===== src/fps_defines.svh =====
// constants of the fault protection supervisor: counts, reset values, field positions
// assumes a 100 MHz core clock and is included by bare name
`ifndef FPS_DEFINES_SVH
`define FPS_DEFINES_SVH

// ==============================
// timing
`define FPS_CLK_HZ          100000000
`define FPS_TICK_SEC        1
`define FPS_TICK_CYCLES     (`FPS_CLK_HZ * `FPS_TICK_SEC)

// ==============================
// regulator counts and watchdog width
`define FPS_NUM_LDO         6
`define FPS_NUM_BUCK        8
`define FPS_WDG_W           8

// ==============================
// field positions and reset values
`define FPS_LOCK_OPT_BIT    0
`define FPS_WDG_TMO_RST     8'h00
`define FPS_ZERO8           8'h00

`endif


===== src/fps_pkg.sv =====
// types shared by the fault protection supervisor files
// assumes fps_defines.svh is on the include path
package fps_pkg;
    typedef enum logic [2:0] {
        FPS_OFF_NONE,
        FPS_OFF_OVERCURRENT,
        FPS_OFF_OVERCURRENT_LOCK,
        FPS_OFF_WATCHDOG
    } fps_off_cause_t;

    typedef enum {
        FPS_ST_ON,
        FPS_ST_RAMP_OFF,
        FPS_ST_IDLE,
        FPS_ST_LOCK
    } fps_state_t;

    typedef struct packed {
        logic                  shutdown;
        logic                  allow_restart;
        fps_off_cause_t        cause;
    } fps_off_req_t;
endpackage : fps_pkg


===== src/fps_supervisor.sv =====
// fault protection supervisor: overcurrent response levels and watchdog turn-off
// assumes fault inputs are synchronous one-cycle or level flags and a 100 MHz clock
//
// How it works
// RQ1 - level 0: limit only, stay on
// RQ2 - every overcurrent sets its pending interrupt bit
// RQ3 - turn-off select makes overcurrent a turn-off
// RQ4 - overcurrent turn-off ignores restart enable
// RQ5 - after overcurrent off, idle until turn-on
// RQ6 - record offending regulator in off status
// RQ7 - lock option is shadow bit 0
// RQ8 - lock option overrides turn-off selects
// RQ9 - lock: ramp off then lock state
// RQ10 - lock held until supply power-on reset
// RQ11 - long key press clears lock if allowed
// RQ12 - watchdog end raises turn-off
// RQ13 - watchdog idle until enable set
// RQ14 - timeout 1 s to 256 s, 1 s steps
// RQ15 - kick or enable rise reloads counter
// RQ16 - watchdog ignores power-control mode
// RQ17 - enable cleared by reset cycle, off
// RQ18 - watchdog expiry honours restart enable
// RQ19 - last turn-off cause recorded
// RQ20 - one-second tick decrements counter
`timescale 1ns/1ns
`default_nettype none
`include "fps_defines.svh"
module fps_supervisor
    import fps_pkg::*;
#(
    parameter int NUM_LDO     = `FPS_NUM_LDO,
    parameter int NUM_BUCK    = `FPS_NUM_BUCK,
    parameter int WDG_W       = `FPS_WDG_W,
    parameter int TICK_CYCLES = `FPS_TICK_CYCLES
) (
    input  wire logic                core_clk_in,
    input  wire logic                rstn_in,
    input  wire logic [7:0]          nonvolatile_main_control_shadow_in,
    input  wire logic [NUM_LDO-1:0]  ldo_overcurrent_in,
    input  wire logic [NUM_BUCK-1:0] buck_overcurrent_in,
    input  wire logic [NUM_LDO-1:0]  ldo_turnoff_select_in,
    input  wire logic [NUM_BUCK-1:0] buck_turnoff_select_in,
    input  wire logic                restart_request_enable_in,
    input  wire logic                key_clears_lock_flag_in,
    input  wire logic                power_key_long_press_in,
    input  wire logic                turn_on_request_in,
    input  wire logic                ramp_off_done_in,
    input  wire logic                reset_cycle_in,
    input  wire logic                secondary_power_mode_in,
    input  wire logic                watchdog_enable_set_in,
    input  wire logic                watchdog_enable_clear_in,
    input  wire logic                watchdog_kick_bit_in,
    input  wire logic [WDG_W-1:0]    watchdog_timeout_setting_in,
    input  wire logic [NUM_LDO-1:0]  irq_ldo_clear_in,
    input  wire logic [NUM_BUCK-1:0] irq_buck_clear_in,
    output logic [NUM_LDO-1:0]       pending_irq_reg_three_out,
    output logic [NUM_BUCK-1:0]      pending_irq_reg_two_out,
    output logic [NUM_LDO-1:0]       current_limit_out,
    output logic [NUM_BUCK-1:0]      buck_current_limit_out,
    output logic [NUM_LDO-1:0]       ldo_overcurrent_off_status_out,
    output logic [NUM_BUCK-1:0]      buck_switch_overcurrent_off_status_out,
    output logic                     internal_lock_flag_out,
    output logic                     ramp_off_out,
    output logic                     supplies_up_out,
    output logic                     lock_state_out,
    output logic                     auto_restart_out,
    output logic                     watchdog_enable_bit_out,
    output logic [WDG_W:0]           watchdog_count_out,
    output fps_off_cause_t           turnoff_cause_out
);
    fps_state_t     state_reg;
    fps_off_req_t   req;
    logic           lock_opt;
    logic           any_oc;
    logic           sel_oc;
    logic           tick;
    logic           wdg_expire;
    logic           restart_pend_reg;

    initial begin
        if (NUM_LDO < 1 || NUM_BUCK < 1) $error("need at least one regulator of each kind");
        if (TICK_CYCLES < 1) $error("TICK_CYCLES must be at least 1");
    end

    // RQ7 lock option from shadow bit
    assign lock_opt = nonvolatile_main_control_shadow_in[`FPS_LOCK_OPT_BIT];
    assign any_oc   = (|ldo_overcurrent_in) || (|buck_overcurrent_in);
    assign sel_oc   = (|(ldo_overcurrent_in & ldo_turnoff_select_in))
                   || (|(buck_overcurrent_in & buck_turnoff_select_in));

    // RQ1 current limiting always engaged
    assign current_limit_out      = ldo_overcurrent_in;
    assign buck_current_limit_out = buck_overcurrent_in;

    // ==============================
    // turn-off decision, only evaluated while supplies are up
    always_comb begin
        req = '{shutdown: 1'b0, allow_restart: 1'b0, cause: FPS_OFF_NONE};
        if (state_reg == FPS_ST_ON) begin
            // RQ8 lock overrides selects
            if (lock_opt && any_oc) begin
                req = '{shutdown: 1'b1, allow_restart: 1'b0, cause: FPS_OFF_OVERCURRENT_LOCK};
            // RQ3 selected overcurrent turns off
            end else if (!lock_opt && sel_oc) begin
                // RQ4 restart enable ignored
                req = '{shutdown: 1'b1, allow_restart: 1'b0, cause: FPS_OFF_OVERCURRENT};
            // RQ18 watchdog honours restart enable
            end else if (wdg_expire) begin
                req = '{shutdown: 1'b1, allow_restart: restart_request_enable_in,
                        cause: FPS_OFF_WATCHDOG};
            end
        end
    end

    // ==============================
    // power state
    always_ff @(posedge core_clk_in) begin
        if (!rstn_in) begin
            state_reg <= FPS_ST_ON;
        end else begin
            case (state_reg)
                FPS_ST_ON: begin
                    if (req.shutdown) state_reg <= FPS_ST_RAMP_OFF;
                end
                FPS_ST_RAMP_OFF: begin
                    // RQ9 ramp off then lock
                    if (ramp_off_done_in) begin
                        if (internal_lock_flag_out)  state_reg <= FPS_ST_LOCK;
                        else if (restart_pend_reg)   state_reg <= FPS_ST_ON;
                        else                         state_reg <= FPS_ST_IDLE;
                    end
                end
                FPS_ST_IDLE: begin
                    // RQ5 wait for turn-on
                    if (turn_on_request_in) state_reg <= FPS_ST_ON;
                end
                FPS_ST_LOCK: begin
                    // RQ10 leave only when flag drops
                    if (!internal_lock_flag_out) state_reg <= FPS_ST_IDLE;
                end
                default: state_reg <= FPS_ST_ON;
            endcase
        end
    end

    always_ff @(posedge core_clk_in) begin
        if (!rstn_in)         restart_pend_reg <= 1'b0;
        else if (req.shutdown) restart_pend_reg <= req.allow_restart;
    end

    // ==============================
    // lock flag; supply power-on reset is rstn_in
    always_ff @(posedge core_clk_in) begin
        if (!rstn_in) begin
            internal_lock_flag_out <= 1'b0;
        end else if (req.shutdown && req.cause == FPS_OFF_OVERCURRENT_LOCK) begin
            internal_lock_flag_out <= 1'b1;
        // RQ11 key press clears if allowed
        end else if (power_key_long_press_in && key_clears_lock_flag_in) begin
            internal_lock_flag_out <= 1'b0;
        end
    end

    // ==============================
    // RQ2 interrupt pending, set wins over clear
    always_ff @(posedge core_clk_in) begin
        if (!rstn_in) begin
            pending_irq_reg_three_out <= '0;
            pending_irq_reg_two_out   <= '0;
        end else begin
            pending_irq_reg_three_out <= (pending_irq_reg_three_out & ~irq_ldo_clear_in)
                                       | ldo_overcurrent_in;
            pending_irq_reg_two_out   <= (pending_irq_reg_two_out & ~irq_buck_clear_in)
                                       | buck_overcurrent_in;
        end
    end

    // ==============================
    // RQ6 offending regulator, latched at the turn-off
    always_ff @(posedge core_clk_in) begin
        if (!rstn_in) begin
            ldo_overcurrent_off_status_out         <= '0;
            buck_switch_overcurrent_off_status_out <= '0;
        end else if (req.shutdown && req.cause != FPS_OFF_WATCHDOG) begin
            ldo_overcurrent_off_status_out         <= ldo_overcurrent_in;
            buck_switch_overcurrent_off_status_out <= buck_overcurrent_in;
        end
    end

    // RQ19 last turn-off cause
    always_ff @(posedge core_clk_in) begin
        if (!rstn_in)          turnoff_cause_out <= FPS_OFF_NONE;
        else if (req.shutdown) turnoff_cause_out <= req.cause;
    end

    // ==============================
    // watchdog enable; RQ13 off after reset
    always_ff @(posedge core_clk_in) begin
        if (!rstn_in) begin
            watchdog_enable_bit_out <= 1'b0;
        // RQ17 cleared by reset cycle and turn-off
        end else if (reset_cycle_in || req.shutdown || state_reg != FPS_ST_ON) begin
            watchdog_enable_bit_out <= 1'b0;
        end else if (watchdog_enable_set_in) begin
            watchdog_enable_bit_out <= 1'b1;
        end else if (watchdog_enable_clear_in) begin
            watchdog_enable_bit_out <= 1'b0;
        end
    end

    // RQ16 power-control mode does not gate the tick
    fps_tick_gen #(
        .TICK_CYCLES (TICK_CYCLES)
    ) u_tick (
        .core_clk_in (core_clk_in),
        .rstn_in     (rstn_in),
        .run_in      (watchdog_enable_bit_out),
        .tick_out    (tick)
    );

    // RQ14 8-bit setting, 1 s to 256 s
    fps_watchdog #(
        .WDG_W (WDG_W)
    ) u_wdg (
        .core_clk_in (core_clk_in),
        .rstn_in     (rstn_in),
        .enable_in   (watchdog_enable_bit_out),
        .kick_in     (watchdog_kick_bit_in),
        .timeout_in  (watchdog_timeout_setting_in),
        .tick_in     (tick),
        .expire_out  (wdg_expire),
        .count_out   (watchdog_count_out)
    );

    // mode input only reported to show it is deliberately unused by the watchdog
    logic mode_unused;
    assign mode_unused = secondary_power_mode_in;

    assign ramp_off_out     = (state_reg == FPS_ST_RAMP_OFF);
    assign supplies_up_out  = (state_reg == FPS_ST_ON);
    assign lock_state_out   = (state_reg == FPS_ST_LOCK);
    assign auto_restart_out = restart_pend_reg;
endmodule : fps_supervisor
`default_nettype wire


===== src/fps_tick_gen.sv =====
// one-second tick divider
// assumes a single core clock, synchronous active-low reset
`timescale 1ns/1ns
`default_nettype none
`include "fps_defines.svh"
module fps_tick_gen
    import fps_pkg::*;
#(
    parameter int TICK_CYCLES = `FPS_TICK_CYCLES
) (
    input  wire logic core_clk_in,
    input  wire logic rstn_in,
    input  wire logic run_in,
    output logic      tick_out
);
    localparam int CW = $clog2(TICK_CYCLES + 1);
    logic [CW-1:0] cnt_reg;

    initial begin
        if (TICK_CYCLES < 1) $error("TICK_CYCLES must be at least 1");
    end

    // ==============================
    // divider, restarts whenever the watchdog is idle
    always_ff @(posedge core_clk_in) begin
        if (!rstn_in || !run_in) begin
            cnt_reg  <= '0;
            tick_out <= 1'b0;
        end else if (cnt_reg == CW'(TICK_CYCLES - 1)) begin
            cnt_reg  <= '0;
            tick_out <= 1'b1;
        end else begin
            cnt_reg  <= cnt_reg + CW'(1);
            tick_out <= 1'b0;
        end
    end
endmodule : fps_tick_gen
`default_nettype wire


===== src/fps_watchdog.sv =====
// software-kicked watchdog down counter
// assumes tick_in is a one-cycle pulse once per second
`timescale 1ns/1ns
`default_nettype none
`include "fps_defines.svh"
module fps_watchdog
    import fps_pkg::*;
#(
    parameter int WDG_W = `FPS_WDG_W
) (
    input  wire logic             core_clk_in,
    input  wire logic             rstn_in,
    input  wire logic             enable_in,
    input  wire logic             kick_in,
    input  wire logic [WDG_W-1:0] timeout_in,
    input  wire logic             tick_in,
    output logic                  expire_out,
    output logic [WDG_W:0]        count_out
);
    logic en_d_reg;

    initial begin
        if (WDG_W < 1) $error("WDG_W must be at least 1");
    end

    // edge memory for the enable rise
    always_ff @(posedge core_clk_in) begin
        if (!rstn_in) en_d_reg <= 1'b0;
        else          en_d_reg <= enable_in;
    end

    // ==============================
    // counter: setting n gives n+1 seconds, so 0..255 spans 1 s..256 s
    always_ff @(posedge core_clk_in) begin
        if (!rstn_in || !enable_in) begin
            count_out  <= '0;
            expire_out <= 1'b0;
        // RQ15 reload on kick or enable rise
        end else if (kick_in || !en_d_reg) begin
            count_out  <= {1'b0, timeout_in} + (WDG_W+1)'(1);
            expire_out <= 1'b0;
        // RQ20 decrement once per tick
        end else if (tick_in && count_out != '0) begin
            count_out  <= count_out - (WDG_W+1)'(1);
            // RQ12 expiry at zero
            expire_out <= (count_out == (WDG_W+1)'(1));
        end else begin
            expire_out <= 1'b0;
        end
    end
endmodule : fps_watchdog
`default_nettype wire


===== config.mk =====
export PLATFORM = sky130hd
export DESIGN_NAME = fps_supervisor
export DESIGN_NICKNAME = d
export VERILOG_FILES = /design/src/fps_pkg.sv /design/src/fps_supervisor.sv /design/src/fps_tick_gen.sv /design/src/fps_watchdog.sv
export VERILOG_INCLUDE_DIRS = /design/src
export SDC_FILE = /design/constraint.sdc
export NUM_CORES = 1
export LEC_CHECK = 0
export BUFFER_PORTS_ARGS = -buffer_cell sky130_fd_sc_hd__buf_2
export CAP_MARGIN = 25
export CORE_MARGIN = 5
export CORE_UTILIZATION = 45
export CTS_CLUSTER_SIZE = 14
export DETAILED_ROUTE_END_ITERATION = 10
export PLACE_DENSITY = 0.79
export REMOVE_ABC_BUFFERS = 1
export SLEW_MARGIN = 20
export SYNTH_ARGS = -nofsm -noshare
export SYNTH_HDL_FRONTEND = slang
export SYNTH_SLANG_ARGS = --single-unit

===== constraint.sdc =====
create_clock -name core_clk_in -period 1.7 [get_ports core_clk_in]
set_input_delay 0.34 -clock core_clk_in [delete_from_list [all_inputs] [get_ports core_clk_in]]
set_output_delay 0.34 -clock core_clk_in [all_outputs]
set_load 0.005 [all_outputs]

==> impl_metrics.xml <==
<?xml version="1.0" encoding="UTF-8"?>
<metrics>
  <group name="clock_tree">
    <metric name="clk-insertion-delay-late" unit="ns">0.34</metric>
    <metric name="ctsHtreeMaxLevel" unit="">3</metric>
    <metric name="cts_buffer_depth" unit="">2</metric>
    <metric name="cts_made_buffers" unit="">9</metric>
    <metric name="post_cts.repair.setup_buffers" unit="">0</metric>
    <metric name="cts_sinks" unit="">74</metric>
    <metric name="path_clk_slew" unit="ns">0.07</metric>
    <metric name="cts_tree" unit="">built</metric>
    <metric name="clk_root_buffer_cell" unit="">sky130_fd_sc_hd__clkbuf_8</metric>
  </group>
  <group name="place">
    <metric name="gp_routability_congestion" unit="">0.921</metric>
    <metric name="place.port_buffers" unit="">120</metric>
    <metric name="post-dp-hpwl" unit="um">7040</metric>
    <metric name="detailedPlace.worstSlack" unit="ns">-0.0713</metric>
  </group>
  <group name="floorplanning">
    <metric name="effective_utilization_at_floorplan" unit="%">45.9</metric>
    <metric name="die_width" unit="um">98.5</metric>
    <metric name="floorplan.die_area" unit="um2">9710</metric>
    <metric name="die_height" unit="um">98.5</metric>
    <metric name="io_pins" unit="">130</metric>
    <metric name="fp-row-count" unit="">32</metric>
    <metric name="core_region_area" unit="um2">7690</metric>
  </group>
  <group name="timing">
    <metric name="post_layout_worst_setup_margin" unit="ns">-0.120</metric>
    <metric name="setup_violating_endpoint_count_in_the_final_report" unit="">26</metric>
    <metric name="slew_violations" unit="">0</metric>
    <metric name="layout_worst_path_cycle_share" unit="%">107</metric>
    <metric name="finalHoldViolCount" unit="">0</metric>
    <metric name="fin_worst_hold_slack" unit="ns">0.248</metric>
    <metric name="final.setup_skew" unit="ns">0.00950</metric>
    <metric name="fmax" unit="GHz">0.549</metric>
    <metric name="rsz0062_at_grt" unit="">yes</metric>
    <metric name="fin_crit" unit="ns">1.82</metric>
  </group>
  <group name="global_routing">
    <metric name="groute.usage.overall" unit="%">18.7</metric>
    <metric name="number_of_global_route_vias_before_repair" unit="">3340</metric>
    <metric name="grt_start_max_net_pins" unit="">30</metric>
    <metric name="initial_antenna_violation_count" unit="">0</metric>
    <metric name="gr-total-overflow" unit="">0</metric>
    <metric name="first_pass_grt_wire_length" unit="um">15200</metric>
  </group>
  <group name="hold_path">
    <metric name="holdCritStartpoint" unit="">watchdog_timeout_setting_in[0]</metric>
    <metric name="worstHoldPathType" unit="">in -&gt; reg</metric>
  </group>
  <group name="drt">
    <metric name="detail_route.iter0.violations" unit="">203</metric>
    <metric name="firstDrtPassIters" unit="">4</metric>
    <metric name="final_antenna_net_count" unit="">0</metric>
    <metric name="drt_drc_violations_left" unit="">0</metric>
    <metric name="post_drt_via_cell_ratio" unit="">5.20</metric>
    <metric name="postRouteWirelength" unit="um">9520</metric>
    <metric name="route.vias.total" unit="">3394</metric>
    <metric name="routedWlPerCell" unit="um">14.6</metric>
  </group>
  <group name="logic_synthesis">
    <metric name="synth_enable_flop_cells" unit="">0</metric>
    <metric name="synth_area" unit="um2">3530</metric>
    <metric name="ys_async_sr_fraction" unit="%">0</metric>
    <metric name="synth_most_common_cell" unit="">sky130_fd_sc_hd__dfxtp_1</metric>
    <metric name="synth.ff_latch_count" unit="">74</metric>
    <metric name="share_of_the_yosys_chip_area_belonging_to_registers" unit="%">42.0</metric>
    <metric name="post-synth-top-area-fraction" unit="%">42.0</metric>
    <metric name="syn_area_per_cell" unit="um2">8.84</metric>
    <metric name="synth.area.top_cells" unit="">sky130_fd_sc_hd__dfxtp_1 (42%), sky130_fd_sc_hd__nor2_1 (4.7%), sky130_fd_sc_hd__nand2_1 (4.6%), sky130_fd_sc_hd__xor2_1 (4.5%), sky130_fd_sc_hd__mux2i_1 (4.3%)</metric>
    <metric name="synth_ff_type" unit="">sky130_fd_sc_hd__dfxtp_1</metric>
    <metric name="synth.lib_cells_used.distinct" unit="">47</metric>
    <metric name="synth-warning-count" unit="">0</metric>
    <metric name="cell_accounting_for_the_most_synthesized_area" unit="">sky130_fd_sc_hd__dfxtp_1</metric>
    <metric name="synth_commonest_cells" unit="">sky130_fd_sc_hd__dfxtp_1 (74), sky130_fd_sc_hd__nor2_1 (44), sky130_fd_sc_hd__nand2_1 (43)</metric>
    <metric name="post_synth_inst_count" unit="">399</metric>
  </group>
  <group name="job">
    <metric name="drv_cap" unit="">0</metric>
  </group>
  <group name="setup_path">
    <metric name="critPathLaunch" unit="">u_tick.cnt_reg[8]</metric>
    <metric name="cp-start-kind" unit="">register</metric>
    <metric name="critical_path_peak_fanout" unit="">13</metric>
    <metric name="critPathCaptureType" unit="">register</metric>
    <metric name="worstPathArrival" unit="ns">2.05</metric>
    <metric name="worstReg2RegStart" unit="">u_tick.cnt_reg[8]</metric>
    <metric name="critPathRequiredTime" unit="ns">1.93</metric>
    <metric name="timing_worst_setup_path_type" unit="">reg -&gt; reg</metric>
  </group>
  <group name="cells_and_area">
    <metric name="layout_cell_share_with_drive_strength_beyond_1" unit="%">35.0</metric>
    <metric name="areaGrowthSynthToFinish" unit="%">32.9</metric>
    <metric name="largest_register_ff_count" unit="">27</metric>
    <metric name="diodes" unit="">0</metric>
    <metric name="nNetsFinal" unit="">622</metric>
  </group>
  <group name="status">
    <metric name="failed_checks" unit="">setup timing</metric>
    <metric name="outcome" unit="">complete, but fails checks</metric>
  </group>
  <group name="power_and_ir_drop">
    <metric name="total_power_consumption" unit="mW">3.63</metric>
    <metric name="vdd_ir_drop_max" unit="uV">360</metric>
    <metric name="total_leakage_power" unit="nW">2.10</metric>
    <metric name="power.density_cell_area" unit="nW/um2">774</metric>
  </group>
</metrics>
==> final timing paths <==
kind / to / cells past startpoint / slack, ns
max: u_tick.cnt_reg[3] / 6 / -0.12
min: u_wdg.count_out[0] / 2 / 0.25
max reg2reg: u_tick.cnt_reg[3] / 6 / -0.12
min reg2reg: u_tick.cnt_reg[0] / 1 / 0.44
==> layout make-up <==
type                       count  area (um2)
fill                         670        3000
multi-input combinational    286        1850
sequential                    74        1480
timing repair buffer         166         992
clock buffer                  12         155
tap                          102         128
inverter                      11        41.3
clock inverter                 2        37.5
==> report_power, final <==
| group | internal [mW] | leakage, nW | total (mW) | switching [mW] |
|---|---|---|---|---|
| combinational | 0.233 | 1.40 | 0.446 | 0.213 |
| clock | 0.743 | 0.0946 | 1.35 | 0.608 |
| sequential | 1.80 | 0.605 | 1.83 | 0.0332 |
| total | 2.78 | 2.10 | 3.63 | 0.855 |
==> cell families (layout without fill, tap and decap cells) <==
group                      Yosys count  in the layout  synth area share, %
and+or+nand+nor                    174            174                 25.8
muxes                               15             15                 4.26
xor gates and xnor gates            34             34                 8.44
other                                1              1                0.106
adders and majority gates            4              4                 1.42
DFF                                 74             74                 42.0
buffers and inverters               39            191                 6.42
AOI/OAI and AO/OA                   58             58                 11.6
==> metrics by stage <==
stage | setup TNS (ns) | utilization [%] | cell area (um2) | cells
2_1_floorplan | -3.19 | - | 3340 | 371
3_3_place_gp | -1.18 | 57.6 | 4430 | 637
3_5_place_dp | -1.94 | 57.6 | 4430 | 637
4_1_cts | -1.43 | 60.2 | 4620 | 651
5_1_grt | -4.15 | 61.0 | 4690 | 653
6_report | -2.76 | 61.0 | 4690 | 653
==> metal layers <==
layer | track usage (%) | wire [um]
met1 | 21.4 | 3810
met5 | 0 | 0
met4 | 7.67 | 184
met2 | 33.3 | 4900
met3 | 4.39 | 628
==> what timing repair did <==
action,4_1_cts,5_1_grt
hold buffers,0,0
setup endpoints to repair,26,31
gates cloned,0,2
resized for setup,1,7
pin swaps,1,3
==> worst max-delay path: stages (launching register included) <==
cell	delay (ns)
sky130_fd_sc_hd__dfxtp_1	0.31
sky130_fd_sc_hd__or4b_4	0.55
sky130_fd_sc_hd__nor4_4	0.27
sky130_fd_sc_hd__nand4_1	0.18
sky130_fd_sc_hd__nand2_2	0.18
sky130_fd_sc_hd__buf_12	0.16
sky130_fd_sc_hd__nor2_1	0.06
==> layout by cell type, fill, tap and decap left out, types with 2 or more instances in the layout <==
master and count:
sky130_fd_sc_hd__nor4_2 2, sky130_fd_sc_hd__and4_1 4, sky130_fd_sc_hd__nor3_2 2, sky130_fd_sc_hd__nor4_1 5, sky130_fd_sc_hd__a21oi_1 10, sky130_fd_sc_hd__nor4_4 2, sky130_fd_sc_hd__a311oi_1 2, sky130_fd_sc_hd__o21a_1 15
sky130_fd_sc_hd__a22oi_1 7, sky130_fd_sc_hd__nor3b_1 2, sky130_fd_sc_hd__nor3_1 4, sky130_fd_sc_hd__nand3_1 20, sky130_fd_sc_hd__inv_1 10, sky130_fd_sc_hd__a211oi_1 9, sky130_fd_sc_hd__nand2_1 43, sky130_fd_sc_hd__clkbuf_8 11
sky130_fd_sc_hd__xnor2_1 16, sky130_fd_sc_hd__buf_4 42, sky130_fd_sc_hd__nor2b_1 18, sky130_fd_sc_hd__nor2_1 44, sky130_fd_sc_hd__mux2i_1 15, sky130_fd_sc_hd__ha_1 4, sky130_fd_sc_hd__and3_1 6, sky130_fd_sc_hd__buf_2 120
sky130_fd_sc_hd__dfxtp_1 73, sky130_fd_sc_hd__buf_12 2, sky130_fd_sc_hd__o21ai_0 6, sky130_fd_sc_hd__xor2_1 18, sky130_fd_sc_hd__nand2b_1 4, sky130_fd_sc_hd__nand4_1 11
Note: power is estimated with default switching activity, not from simulation.
